--- config.mk ---
export PLATFORM = sky130hd
export DESIGN_NAME = fsp_status_protect_regs
export DESIGN_NICKNAME = d
export VERILOG_FILES = /design/src/fsp_pkg.sv /design/src/fsp_status_protect_regs.sv
export VERILOG_INCLUDE_DIRS = /design/src
export SDC_FILE = /design/constraint.sdc
export NUM_CORES = 1
export LEC_CHECK = 0
export ABC_AREA = 1
export BUFFER_PORTS_ARGS = -buffer_cell sky130_fd_sc_hd__buf_2
export CORE_MARGIN = 10
export CORE_UTILIZATION = 30
export CTS_CLUSTER_DIAMETER = 80
export CTS_CLUSTER_SIZE = 25
export DETAILED_ROUTE_END_ITERATION = 12
export PLACE_DENSITY = 0.6
export RECOVER_POWER = 50
export SLEW_MARGIN = 20
export SYNTH_ARGS = -nofsm -noshare
export SYNTH_HDL_FRONTEND = slang
export SYNTH_SLANG_ARGS = --single-unit
export TNS_END_PERCENT = 1
--- constraint.sdc ---
create_clock -name ref_clk -period 4.1 [get_ports ref_clk]
set_input_delay 0.82 -clock ref_clk [delete_from_list [all_inputs] [get_ports ref_clk]]
set_output_delay 0.82 -clock ref_clk [all_outputs]
set_load 0.1 [all_outputs]
--- src/fsp_consts.svh ---
// bit positions, reset values and fixed figures of the status block
// assumes inclusion by bare name from the design
`ifndef FSP_CONSTS_SVH
`define FSP_CONSTS_SVH

// primary_status_protect field positions
`define FSP_PSP_BUSY     0
`define FSP_PSP_WRITE_EN 1
`define FSP_PSP_LEVEL_LO 2
`define FSP_PSP_LEVEL_HI 4
`define FSP_PSP_BOTTOM   5
`define FSP_PSP_SMALL    6
`define FSP_PSP_GUARD_LO 7
`define FSP_PSP_NV_LO    2
`define FSP_PSP_NV_HI    7

// read_wrap_latency_config field positions
`define FSP_RWL_DUMMY_LO 0
`define FSP_RWL_DUMMY_HI 3
`define FSP_RWL_WRAP_DIS 4
`define FSP_RWL_LEN_LO   5
`define FSP_RWL_LEN_HI   6
`define FSP_RWL_RESERVED 7

// reset values
`define FSP_PSP_NV_RST   6'h00
`define FSP_RWL_RST      8'h70

// smallest wrap window in bytes
`define FSP_WRAP_MIN     7'h08

`endif

--- src/fsp_pkg.sv ---
// types shared by the status and protection register block
// assumes fsp_consts.svh sits in the same folder
package fsp_pkg;

    typedef enum logic [2:0] {
        ST_IDLE = 3'b001,
        ST_BUSY = 3'b010,
        ST_SUSP = 3'b100
    } fsp_state_e;

    typedef enum logic [3:0] {
        CMD_WREN     = 4'h0,
        CMD_WRDI     = 4'h1,
        CMD_VWREN    = 4'h2,
        CMD_RD_PSP   = 4'h3,
        CMD_RD_RWL   = 4'h4,
        CMD_WR_PSP   = 4'h5,
        CMD_WR_RWL   = 4'h6,
        CMD_PROG     = 4'h7,
        CMD_ERASE    = 4'h8,
        CMD_SREG_PRG = 4'h9,
        CMD_SREG_ERS = 4'ha,
        CMD_SUSPEND  = 4'hb,
        CMD_RESUME   = 4'hc,
        CMD_SW_RESET = 4'hd
    } fsp_cmd_e;

endpackage

--- src/fsp_status_protect_regs.sv ---
// status, write-enable and protection registers of a serial flash
// assumes a command decoder on ref_clk and an array engine raising op_done
//
// Summary of operation
// [RQ1] wrap enabled at 0; window 8..64 bytes
// [RQ2] dummy field 1..15 cycles, zero disables
// [RQ3] top config bit is reserved, reads 0
// [RQ4] busy set during program, erase, status write
// [RQ5] while busy only reset, read, suspend taken
// [RQ6] busy clears when the operation finishes
// [RQ7] write enable command sets the latch
// [RQ8] latch cleared by reset and modifying commands
// [RQ9] latch cleared even when protection blocks
// [RQ10] suspend clears latch, resume sets it again
// [RQ11] protect level bits written by status write
// [RQ12] protect level resets to zero
// [RQ13] bottom bit picks range origin, resets 0
// [RQ14] status write needs latch and guard bits
// [RQ15] granularity bit picks small sectors, resets 0
// [RQ16] config written only after volatile enable
// [RQ17] program/erase on protected region ignored
// [RQ18] status reads return current register values
`timescale 1ns/100ps
`include "fsp_consts.svh"

module fsp_status_protect_regs
    import fsp_pkg::*;
(
    input  wire logic       ref_clk,
    input  wire logic       rst,
    input  wire logic       cmd_valid,
    input  wire fsp_cmd_e   cmd_code,
    input  wire logic [7:0] cmd_wdata,
    input  wire logic       target_protected,
    input  wire logic       op_done,
    input  wire logic       status_guard_hi,
    input  wire logic       write_protect_n,
    output logic      [7:0] rd_data,
    output logic            rd_valid,
    output logic            cmd_ignored,
    output logic            busy,
    output logic            write_enable_latch,
    output logic            op_start,
    output logic            op_suspend,
    output logic            op_resume,
    output logic      [2:0] protect_level,
    output logic            protect_from_bottom,
    output logic            protect_granularity_small,
    output logic            status_guard_lo,
    output logic      [1:0] wrap_length,
    output logic            wrap_disable,
    output logic      [5:0] wrap_mask,
    output logic      [3:0] read_dummy_cycles,
    output logic            latency_var_en
);

    // ==========================================================
    // state
    fsp_state_e state_q;
    fsp_state_e state_d;
    logic       busy_q;
    logic       wel_q;
    logic       vwe_q;
    logic       arr_q;
    logic [5:0] psp_nv_q;
    logic [5:0] psp_pend_q;
    logic       pend_q;
    logic [7:0] rwl_q;
    logic       wp_s1_q;
    logic       wp_s2_q;
    logic [7:0] rd_data_q;
    logic       rd_valid_q;
    logic       ign_q;
    logic       start_q;
    logic       susp_q;
    logic       res_q;
    logic [5:0] mask_q;
    logic       lat_en_q;

    // ==========================================================
    // command decode
    wire c_wren  = cmd_code == CMD_WREN;
    wire c_wrdi  = cmd_code == CMD_WRDI;
    wire c_vwren = cmd_code == CMD_VWREN;
    wire c_rd1   = cmd_code == CMD_RD_PSP;
    wire c_rd3   = cmd_code == CMD_RD_RWL;
    wire c_wpsp  = cmd_code == CMD_WR_PSP;
    wire c_wrwl  = cmd_code == CMD_WR_RWL;
    wire c_arr   = (cmd_code == CMD_PROG) || (cmd_code == CMD_ERASE);
    wire c_sreg  = (cmd_code == CMD_SREG_PRG) || (cmd_code == CMD_SREG_ERS);
    wire c_susp  = cmd_code == CMD_SUSPEND;
    wire c_res   = cmd_code == CMD_RESUME;
    wire c_rst   = cmd_code == CMD_SW_RESET;

    wire is_idle = state_q == ST_IDLE;
    wire is_busy = state_q == ST_BUSY;
    wire is_susp = state_q == ST_SUSP;

    // [RQ5] busy command filter
    wire busy_ok = c_rd1 || c_rd3 || c_susp || c_rst;
    // suspended part still needs the latch and resume
    wire susp_ok = busy_ok || c_res || c_wren || c_wrdi;
    wire take    = cmd_valid && (is_idle || (is_busy && busy_ok) || (is_susp && susp_ok));

    // [RQ14] status write guard
    wire guard_ok = !status_guard_hi && !(psp_nv_q[5] && !wp_s2_q);

    // [RQ17] protected target ignored
    wire start_arr  = take && c_arr && wel_q && !target_protected;
    wire start_sreg = take && c_sreg && wel_q;
    // [RQ11] non-volatile status write
    wire start_nvw  = take && c_wpsp && wel_q && !vwe_q && guard_ok;
    wire vol_psp    = take && c_wpsp && vwe_q && guard_ok;
    // [RQ16] config needs volatile enable
    wire vol_rwl    = take && c_wrwl && vwe_q;
    wire start_any  = start_arr || start_sreg || start_nvw;
    // [RQ6] completion ends busy
    wire finish     = is_busy && op_done;
    // finish beats a suspend landing in the same cycle
    wire do_susp    = take && c_susp && is_busy && arr_q && !op_done;
    wire do_res     = take && c_res && is_susp;
    wire sw_rst     = take && c_rst;

    wire blocked = take && ((c_arr && !start_arr) || (c_sreg && !start_sreg)
                   || (c_wpsp && !start_nvw && !vol_psp) || (c_wrwl && !vol_rwl)
                   || (c_susp && !do_susp) || (c_res && !do_res));

    // [RQ7] latch set
    wire wel_set = (take && c_wren) || do_res;
    // [RQ8] [RQ9] latch clear
    wire wel_clr = (take && (c_wrdi || c_arr || c_sreg || c_wpsp || c_wrwl)) || sw_rst
                   || do_susp;
    // set wins over clear
    wire wel_d   = wel_set || (wel_q && !wel_clr);

    wire vwe_set = take && c_vwren;
    wire vwe_clr = take && !c_vwren && !c_rd1 && !c_rd3;

    // [RQ18] live status views
    wire [7:0] psp_view = {psp_nv_q, wel_q, busy_q};
    wire [7:0] rwl_view = {1'b0, rwl_q[6:0]};

    // [RQ1] wrap window mask
    wire [6:0] win_bytes = 7'(`FSP_WRAP_MIN << rwl_q[`FSP_RWL_LEN_HI:`FSP_RWL_LEN_LO]);
    wire [5:0] mask_d    = 6'(win_bytes - 7'h01);

    // ==========================================================
    // sequencer
    always_comb begin
        state_d = state_q;
        unique case (state_q)
            ST_IDLE: begin
                // [RQ4] busy on embedded operation
                if (start_any) begin
                    state_d = ST_BUSY;
                end
            end
            ST_BUSY: begin
                if (sw_rst || finish) begin
                    state_d = ST_IDLE;
                end else if (do_susp) begin
                    state_d = ST_SUSP;
                end
            end
            ST_SUSP: begin
                if (sw_rst) begin
                    state_d = ST_IDLE;
                end else if (do_res) begin
                    state_d = ST_BUSY;
                end
            end
            default: state_d = ST_IDLE;
        endcase
    end

    always_ff @(posedge ref_clk) begin
        if (rst) begin
            state_q <= ST_IDLE;
            busy_q  <= 1'b0;
        end else begin
            state_q <= state_d;
            busy_q  <= state_d == ST_BUSY;
        end
    end

    // ==========================================================
    // write-enable latches
    always_ff @(posedge ref_clk) begin
        if (rst) begin
            wel_q <= 1'b0;
            vwe_q <= 1'b0;
        end else begin
            wel_q <= wel_d;
            vwe_q <= vwe_set || (vwe_q && !vwe_clr && !sw_rst);
        end
    end

    // only program/erase of the array may be suspended
    always_ff @(posedge ref_clk) begin
        if (rst) begin
            arr_q <= 1'b0;
        end else if (start_any) begin
            arr_q <= start_arr;
        end
    end

    // ==========================================================
    // protection fields
    // [RQ12] [RQ13] [RQ15] factory zero
    always_ff @(posedge ref_clk) begin
        if (rst) begin
            psp_nv_q <= `FSP_PSP_NV_RST;
        end else if (vol_psp) begin
            psp_nv_q <= cmd_wdata[`FSP_PSP_NV_HI:`FSP_PSP_NV_LO];
        end else if (finish && pend_q) begin
            psp_nv_q <= psp_pend_q;
        end
    end

    // non-volatile data lands only when the write completes
    always_ff @(posedge ref_clk) begin
        if (rst) begin
            psp_pend_q <= `FSP_PSP_NV_RST;
            pend_q     <= 1'b0;
        end else if (start_nvw) begin
            psp_pend_q <= cmd_wdata[`FSP_PSP_NV_HI:`FSP_PSP_NV_LO];
            pend_q     <= 1'b1;
        end else if (finish || sw_rst) begin
            pend_q     <= 1'b0;
        end
    end

    // ==========================================================
    // wrap and latency config
    // [RQ3] reserved bit held zero
    always_ff @(posedge ref_clk) begin
        if (rst || sw_rst) begin
            rwl_q <= `FSP_RWL_RST;
        end else if (vol_rwl) begin
            rwl_q <= {1'b0, cmd_wdata[6:0]};
        end
    end

    // [RQ1] [RQ2] derived read controls
    always_ff @(posedge ref_clk) begin
        if (rst) begin
            mask_q   <= 6'h00;
            lat_en_q <= 1'b0;
        end else begin
            mask_q   <= mask_d;
            lat_en_q <= |rwl_q[`FSP_RWL_DUMMY_HI:`FSP_RWL_DUMMY_LO];
        end
    end

    // pin is asynchronous to ref_clk
    always_ff @(posedge ref_clk) begin
        if (rst) begin
            wp_s1_q <= 1'b1;
            wp_s2_q <= 1'b1;
        end else begin
            wp_s1_q <= write_protect_n;
            wp_s2_q <= wp_s1_q;
        end
    end

    // ==========================================================
    // answers and engine strobes
    // [RQ18] read returns live value
    always_ff @(posedge ref_clk) begin
        if (rst) begin
            rd_data_q  <= 8'h00;
            rd_valid_q <= 1'b0;
        end else begin
            rd_valid_q <= take && (c_rd1 || c_rd3);
            if (take && c_rd1) begin
                rd_data_q <= psp_view;
            end else if (take && c_rd3) begin
                rd_data_q <= rwl_view;
            end
        end
    end

    always_ff @(posedge ref_clk) begin
        if (rst) begin
            ign_q   <= 1'b0;
            start_q <= 1'b0;
            susp_q  <= 1'b0;
            res_q   <= 1'b0;
        end else begin
            ign_q   <= (cmd_valid && !take) || blocked;
            start_q <= start_any;
            susp_q  <= do_susp;
            res_q   <= do_res;
        end
    end

    assign rd_data                   = rd_data_q;
    assign rd_valid                  = rd_valid_q;
    assign cmd_ignored               = ign_q;
    assign busy                      = busy_q;
    assign write_enable_latch        = wel_q;
    assign op_start                  = start_q;
    assign op_suspend                = susp_q;
    assign op_resume                 = res_q;
    assign protect_level             = psp_nv_q[2:0];
    assign protect_from_bottom       = psp_nv_q[3];
    assign protect_granularity_small = psp_nv_q[4];
    assign status_guard_lo           = psp_nv_q[5];
    assign wrap_length               = rwl_q[`FSP_RWL_LEN_HI:`FSP_RWL_LEN_LO];
    assign wrap_disable              = rwl_q[`FSP_RWL_WRAP_DIS];
    assign wrap_mask                 = mask_q;
    assign read_dummy_cycles         = rwl_q[`FSP_RWL_DUMMY_HI:`FSP_RWL_DUMMY_LO];
    assign latency_var_en            = lat_en_q;

    // ==========================================================
    // checks
    AST_RSVD_ZERO: assert property (@(posedge ref_clk) disable iff (rst) // [RQ3]
        cmd_valid && is_idle && c_rd3 |=> rd_valid && !rd_data[7])
        else $error("reserved config bit read as one");

    AST_BUSY_FILTER: assert property (@(posedge ref_clk) disable iff (rst) // [RQ5]
        cmd_valid && is_busy && !busy_ok |=> cmd_ignored && $stable(write_enable_latch))
        else $error("command taken while busy");

    AST_WREN: assert property (@(posedge ref_clk) disable iff (rst) // [RQ7]
        cmd_valid && is_idle && c_wren |=> write_enable_latch && !cmd_ignored)
        else $error("latch not set by enable");

    AST_PROT_DROP: assert property (@(posedge ref_clk) disable iff (rst) // [RQ9]
        cmd_valid && is_idle && c_arr && wel_q && target_protected
        |=> !write_enable_latch && !op_start && !busy && cmd_ignored)
        else $error("protected program not dropped");

    AST_SUSPEND: assert property (@(posedge ref_clk) disable iff (rst) // [RQ10]
        do_susp |=> op_suspend && !busy && !write_enable_latch)
        else $error("suspend did not clear latch");

    AST_RESUME: assert property (@(posedge ref_clk) disable iff (rst) // [RQ10]
        do_res |=> op_resume && busy && write_enable_latch)
        else $error("resume did not restore latch");

    AST_DONE: assert property (@(posedge ref_clk) disable iff (rst) // [RQ6]
        is_busy && op_done |=> !busy)
        else $error("busy held after completion");

    AST_START_BUSY: assert property (@(posedge ref_clk) disable iff (rst) // [RQ4]
        start_any |=> busy && op_start && !write_enable_latch)
        else $error("operation start without busy");

    AST_CFG_GUARD: assert property (@(posedge ref_clk) disable iff (rst) // [RQ16]
        cmd_valid && c_wrwl && !vwe_q && !c_rst |=> $stable(rwl_q))
        else $error("config changed without volatile enable");

    AST_GUARD: assert property (@(posedge ref_clk) disable iff (rst) // [RQ14]
        cmd_valid && c_wpsp && status_guard_hi && !finish |=> $stable(psp_nv_q) && !op_start)
        else $error("guarded status write accepted");

    AST_RD_PSP: assert property (@(posedge ref_clk) disable iff (rst) // [RQ18]
        take && c_rd1 |=> rd_valid && rd_data[7:2] == $past(psp_nv_q)
        && rd_data[0] == $past(busy_q))
        else $error("status read stale");

    AST_WRAP_MASK: assert property (@(posedge ref_clk) disable iff (rst) // [RQ1]
        $stable(rwl_q) && rwl_q[6:5] == 2'b11 |=> wrap_mask == 6'h3f)
        else $error("wrap window not 64 bytes");

endmodule

==> results.txt <==
- Number of maximum-capacitance violations: 0
- Worst hold path stage count: 1
- First-pass GRT wire length: between 9000 and 10000 microns
- Async set-or-reset flop fraction in the synthesized netlist: 0%
- Die ar.: 0.01067 sq mm
- Once layout is complete, the cells apart from fillers number 408.
- Nature of the critical path endpoint: register
* Remaining Overflow, GRT: 0
* Clock slew at the register clock pins of the worst setup and hold paths: 0.08 ns
- Overall power consumption after layout is estimated at 924.1 uW.
* RSZ-0062 raised after global routing: false
- The worst-case IR drop observed on VDD is 211.8 uV.
- Final worst path period share: 60.21%
- The largest single stage delay on the critical path is 0.27 ns.
- Headroom to the max-slew limit: 20.70%
* Critical setup path kind: in2reg
- From synthesis to final layout, the design area changed by 17.01%.
* Sink Count: 47
- Final setup vio count: 0
- Number of global-route vias before repair: 1908
- The startpoint identified for the worst register-to-register timing path is state_q[0].
* Site row count: 30
- At the pin with the least slew margin, the transition time is approximately 1.2 ns.
- TritonCTS built the clock tree.
- Average footprint of a synthesized cell: 7.571 sq um
- The slowest stage of the critical path belongs to the cell nor2_4.
- For the worst-skew pair, the clock arrives at the later sink with an insertion delay of 0.29 ns.
- Number of antenna violations at the first check in global routing: 0
- Number of placed cells counting well taps: 401
* Clock tree root driver cell: clkbuf_8
* Count of warnings emitted by yosys: 0
- Violation count after the first detailed-route iteration: 133
* Most frequent cell after synthesis: dfxtp_1
- Across all register-to-register paths, the minimum setup slack is 1.92 ns.
* Final Hold Viols: 0
* Total clock buffers created by CTS: 5
- In this run the tool buffered the top-level ports with 53 buffer cells.
- Dividing the detail-routed via count by the number of cells gives 4.654.
- The post-route netlist has a little over an eighth of its cells at a drive strength greater than 1.
- Global-route usage over all layers: 11.19%
* Total half-perimeter wirelength after legalization and detailed placement: about 4600 microns
* Number of buffers on the longest clock path: 2
* Tmin final: 2.468 ns
* Commonest register cell after synthesis: dfxtp_1
* Biggest area contributors in the synthesized netlist: dfxtp_1, o21ai_0, nand2_1, inv_1, a21oi_1
* Total nets after synthesis: 294
* Cts repair resizes: 0
- The repair_antennas step left the layout with diodes totalling 0.
- Of the synthesized area, sequential elements account for a little under half.
- Cell-by-cell listing of the critical path: buf_2 > nor2_1 > inv_1 > nor2_1 > nor2_2 > nand2_1 > nand2_2 > nand2_1 > nand2_4 > nor2_4 > inv_1 > a21oi_1 > o21ai_0 > nand2_1 > inv_1
* Share of the synthesized area in the top cell type: a little under half
- Setup fix buffers added after clock tree synthesis: 0
- Number of flip-flops and latches in the synthesized netlist: between 40 and 50
- Maximum fanout along the worst path: 14
- Die height: 103.3 microns
- Setup TNS Final: 0 ns
- Library cells used by synthesis: 31
- Depth of the worst register-to-register path: 12
* Pwr per Cell Area: 379.3 mW/mm^2
* Number of remaining DRC errors: 0
- Commonest cells in the netlist: dfxtp_1, nand2_1, inv_1
- The region available for standard cell placement spans a little under 0.007 sq mm.
- Routed wire per std cell: 14.28 microns
* Data arrival time of the critical path: 2.66 ns
* Worst hold path class: reg2reg
- The die is 103.3 microns wide.
* Final weighted congestion of routability-driven global placement: 0.8503
* Upper clock frequency limit: 405.1 MHz
* Cell type with the largest total area after synthesis: dfxtp_1
- 54 I/O pins were placed.
* Final Max Tran Viols: 0
- For the final database, setup skew stands at slightly above 0.004 ns.
- The initial utilization of the core area, before any placement, comes to 30.81%.
* Worst setup path start: cmd_code[0]
- For hold timing, the worst endpoint is wp_s2_q.
- Detailed routing inserted a total of 1899 vias.
* Pre-CTS WS: 1.501 ns
- The worst register-to-register path ends at rd_data[1].
* Static Leakage: 0.001049 uW
- Maximum number of pins on one net before global-route repair: 25
- Worst setup margin: 1.632 ns
* Net count reported at finish: 347
* Hold Startpoint: wp_s1_q
- Startpoint type of the worst setup path: primary input
* Result of the run: complete, no violations
- Synthesis produced 275 cells.
* Number of levels the H-tree was split into: 2
* Antenna Violating Nets Remaining: 0
- After clock tree synthesis, the flow added hold-fix buffers numbering 0.
- The synthesized design contains 0 enable-type register cells.
* Synthesized area: approximately 0.0021 sq mm
* Required arrival time at the worst endpoint: 4.30 ns
- Total detailed-routing wirelength: ~5800 microns
- The first detailed-routing pass ran for 4 iterations.
where the power goes:
group	switching (uW)	internal (uW)	leakage (uW)
combinational	139	35.4	0.000620
clock	143	132	0.0000470
sequential	6.62	468	0.000381
layout by cell type, fill, tap and decap left out:
cell type	count
nor2_1	32
inv_4	1
dfxtp_1	47
nor2_4	3
nand3b_1	2
o211ai_1	2
a21oi_1	27
inv_1	38
inv_2	1
clkinv_2	1
o22ai_1	6
o21a_1	1
nand2_1	40
nand3_4	1
o21bai_1	1
nand2_4	1
a211oi_1	1
clkbuf_1	34
nor3_1	8
mux2_2	5
nor3b_2	1
a31oi_1	2
o21ai_1	1
nand3_1	9
buf_2	19
nor2_2	1
nand3_2	1
clkbuf_8	6
nand4_1	1
nand2_2	2
o21ai_0	31
or2_2	2
critical path, delay by kind of cell:
kind                   cells  cell delay [ns]
buffers and inverters      4             0.34
AO/OA/AOI/OAI              2             0.21
AND/OR/NAND/NOR            9             1.28
cell type report:
type	instances	area, sq um
inverters	40	152.6
repair buffers	53	222.7
fillers	743	4320
flip-flops and latches	47	940.9
well taps	80	100.1
clock inverters	1	5.005
clock buffers	6	82.58
multi-input cells	181	932.1
worst max-delay path by stage:
stage	cells past startpoint	slack (ns)	to
2_1_floorplan	1	1.91	wrap_mask[1]
5_1_grt	15	1.44	rd_data[1]
3_5_place_dp	15	1.50	rd_data[1]
3_3_place_gp	15	1.54	rd_data[1]
4_1_cts	15	1.81	rd_data[1]
6_report	15	1.63	rd_data[1]
logic make-up (layout without fill, tap and decap cells):
logic type	Yosys count	count (layout)	share of synthesized area, %
buf+inv	47	100	9.675
compound gates	72	72	18.39
flops	47	47	45.19
mux	5	5	2.704
simple gates	104	104	24.04
routing by layer:
metal	up-vias	share of wire (%)	track usage (%)
li1	1003	-	-
met3	4	5.3	2.591
met2	47	45	17.06
met4	0	1.0	3.529
met5	-	0	0
met1	845	49	15.22
stage by stage:
stage,hold WS (ns),utilization (%),instance area [sq um]
final,0.4318,36.06,2436
after floorplan,0.3895,-,2082
after detailed placement,0.4153,35.50,2399
after global routing,0.4555,36.06,2436
after global placement,0.4118,35.50,2399
after CTS,0.4362,36.80,2486
registers in the layout, indices dropped and copies added (netlist names):
signal and flops:
pend_q 1, psp_nv_q 6, busy 1, rd_valid 1, state_q 3, wp_s2_q 1
wrap_mask 4, vwe_q 1, write_enable_latch 1, op_suspend 1, op_start 1, rd_data 8
rwl_q 7, op_resume 1, wp_s1_q 1, psp_pend_q 6, cmd_ignored 1, arr_q 1
latency_var_en 1
Note: power is estimated with default switching activity, not from simulation.
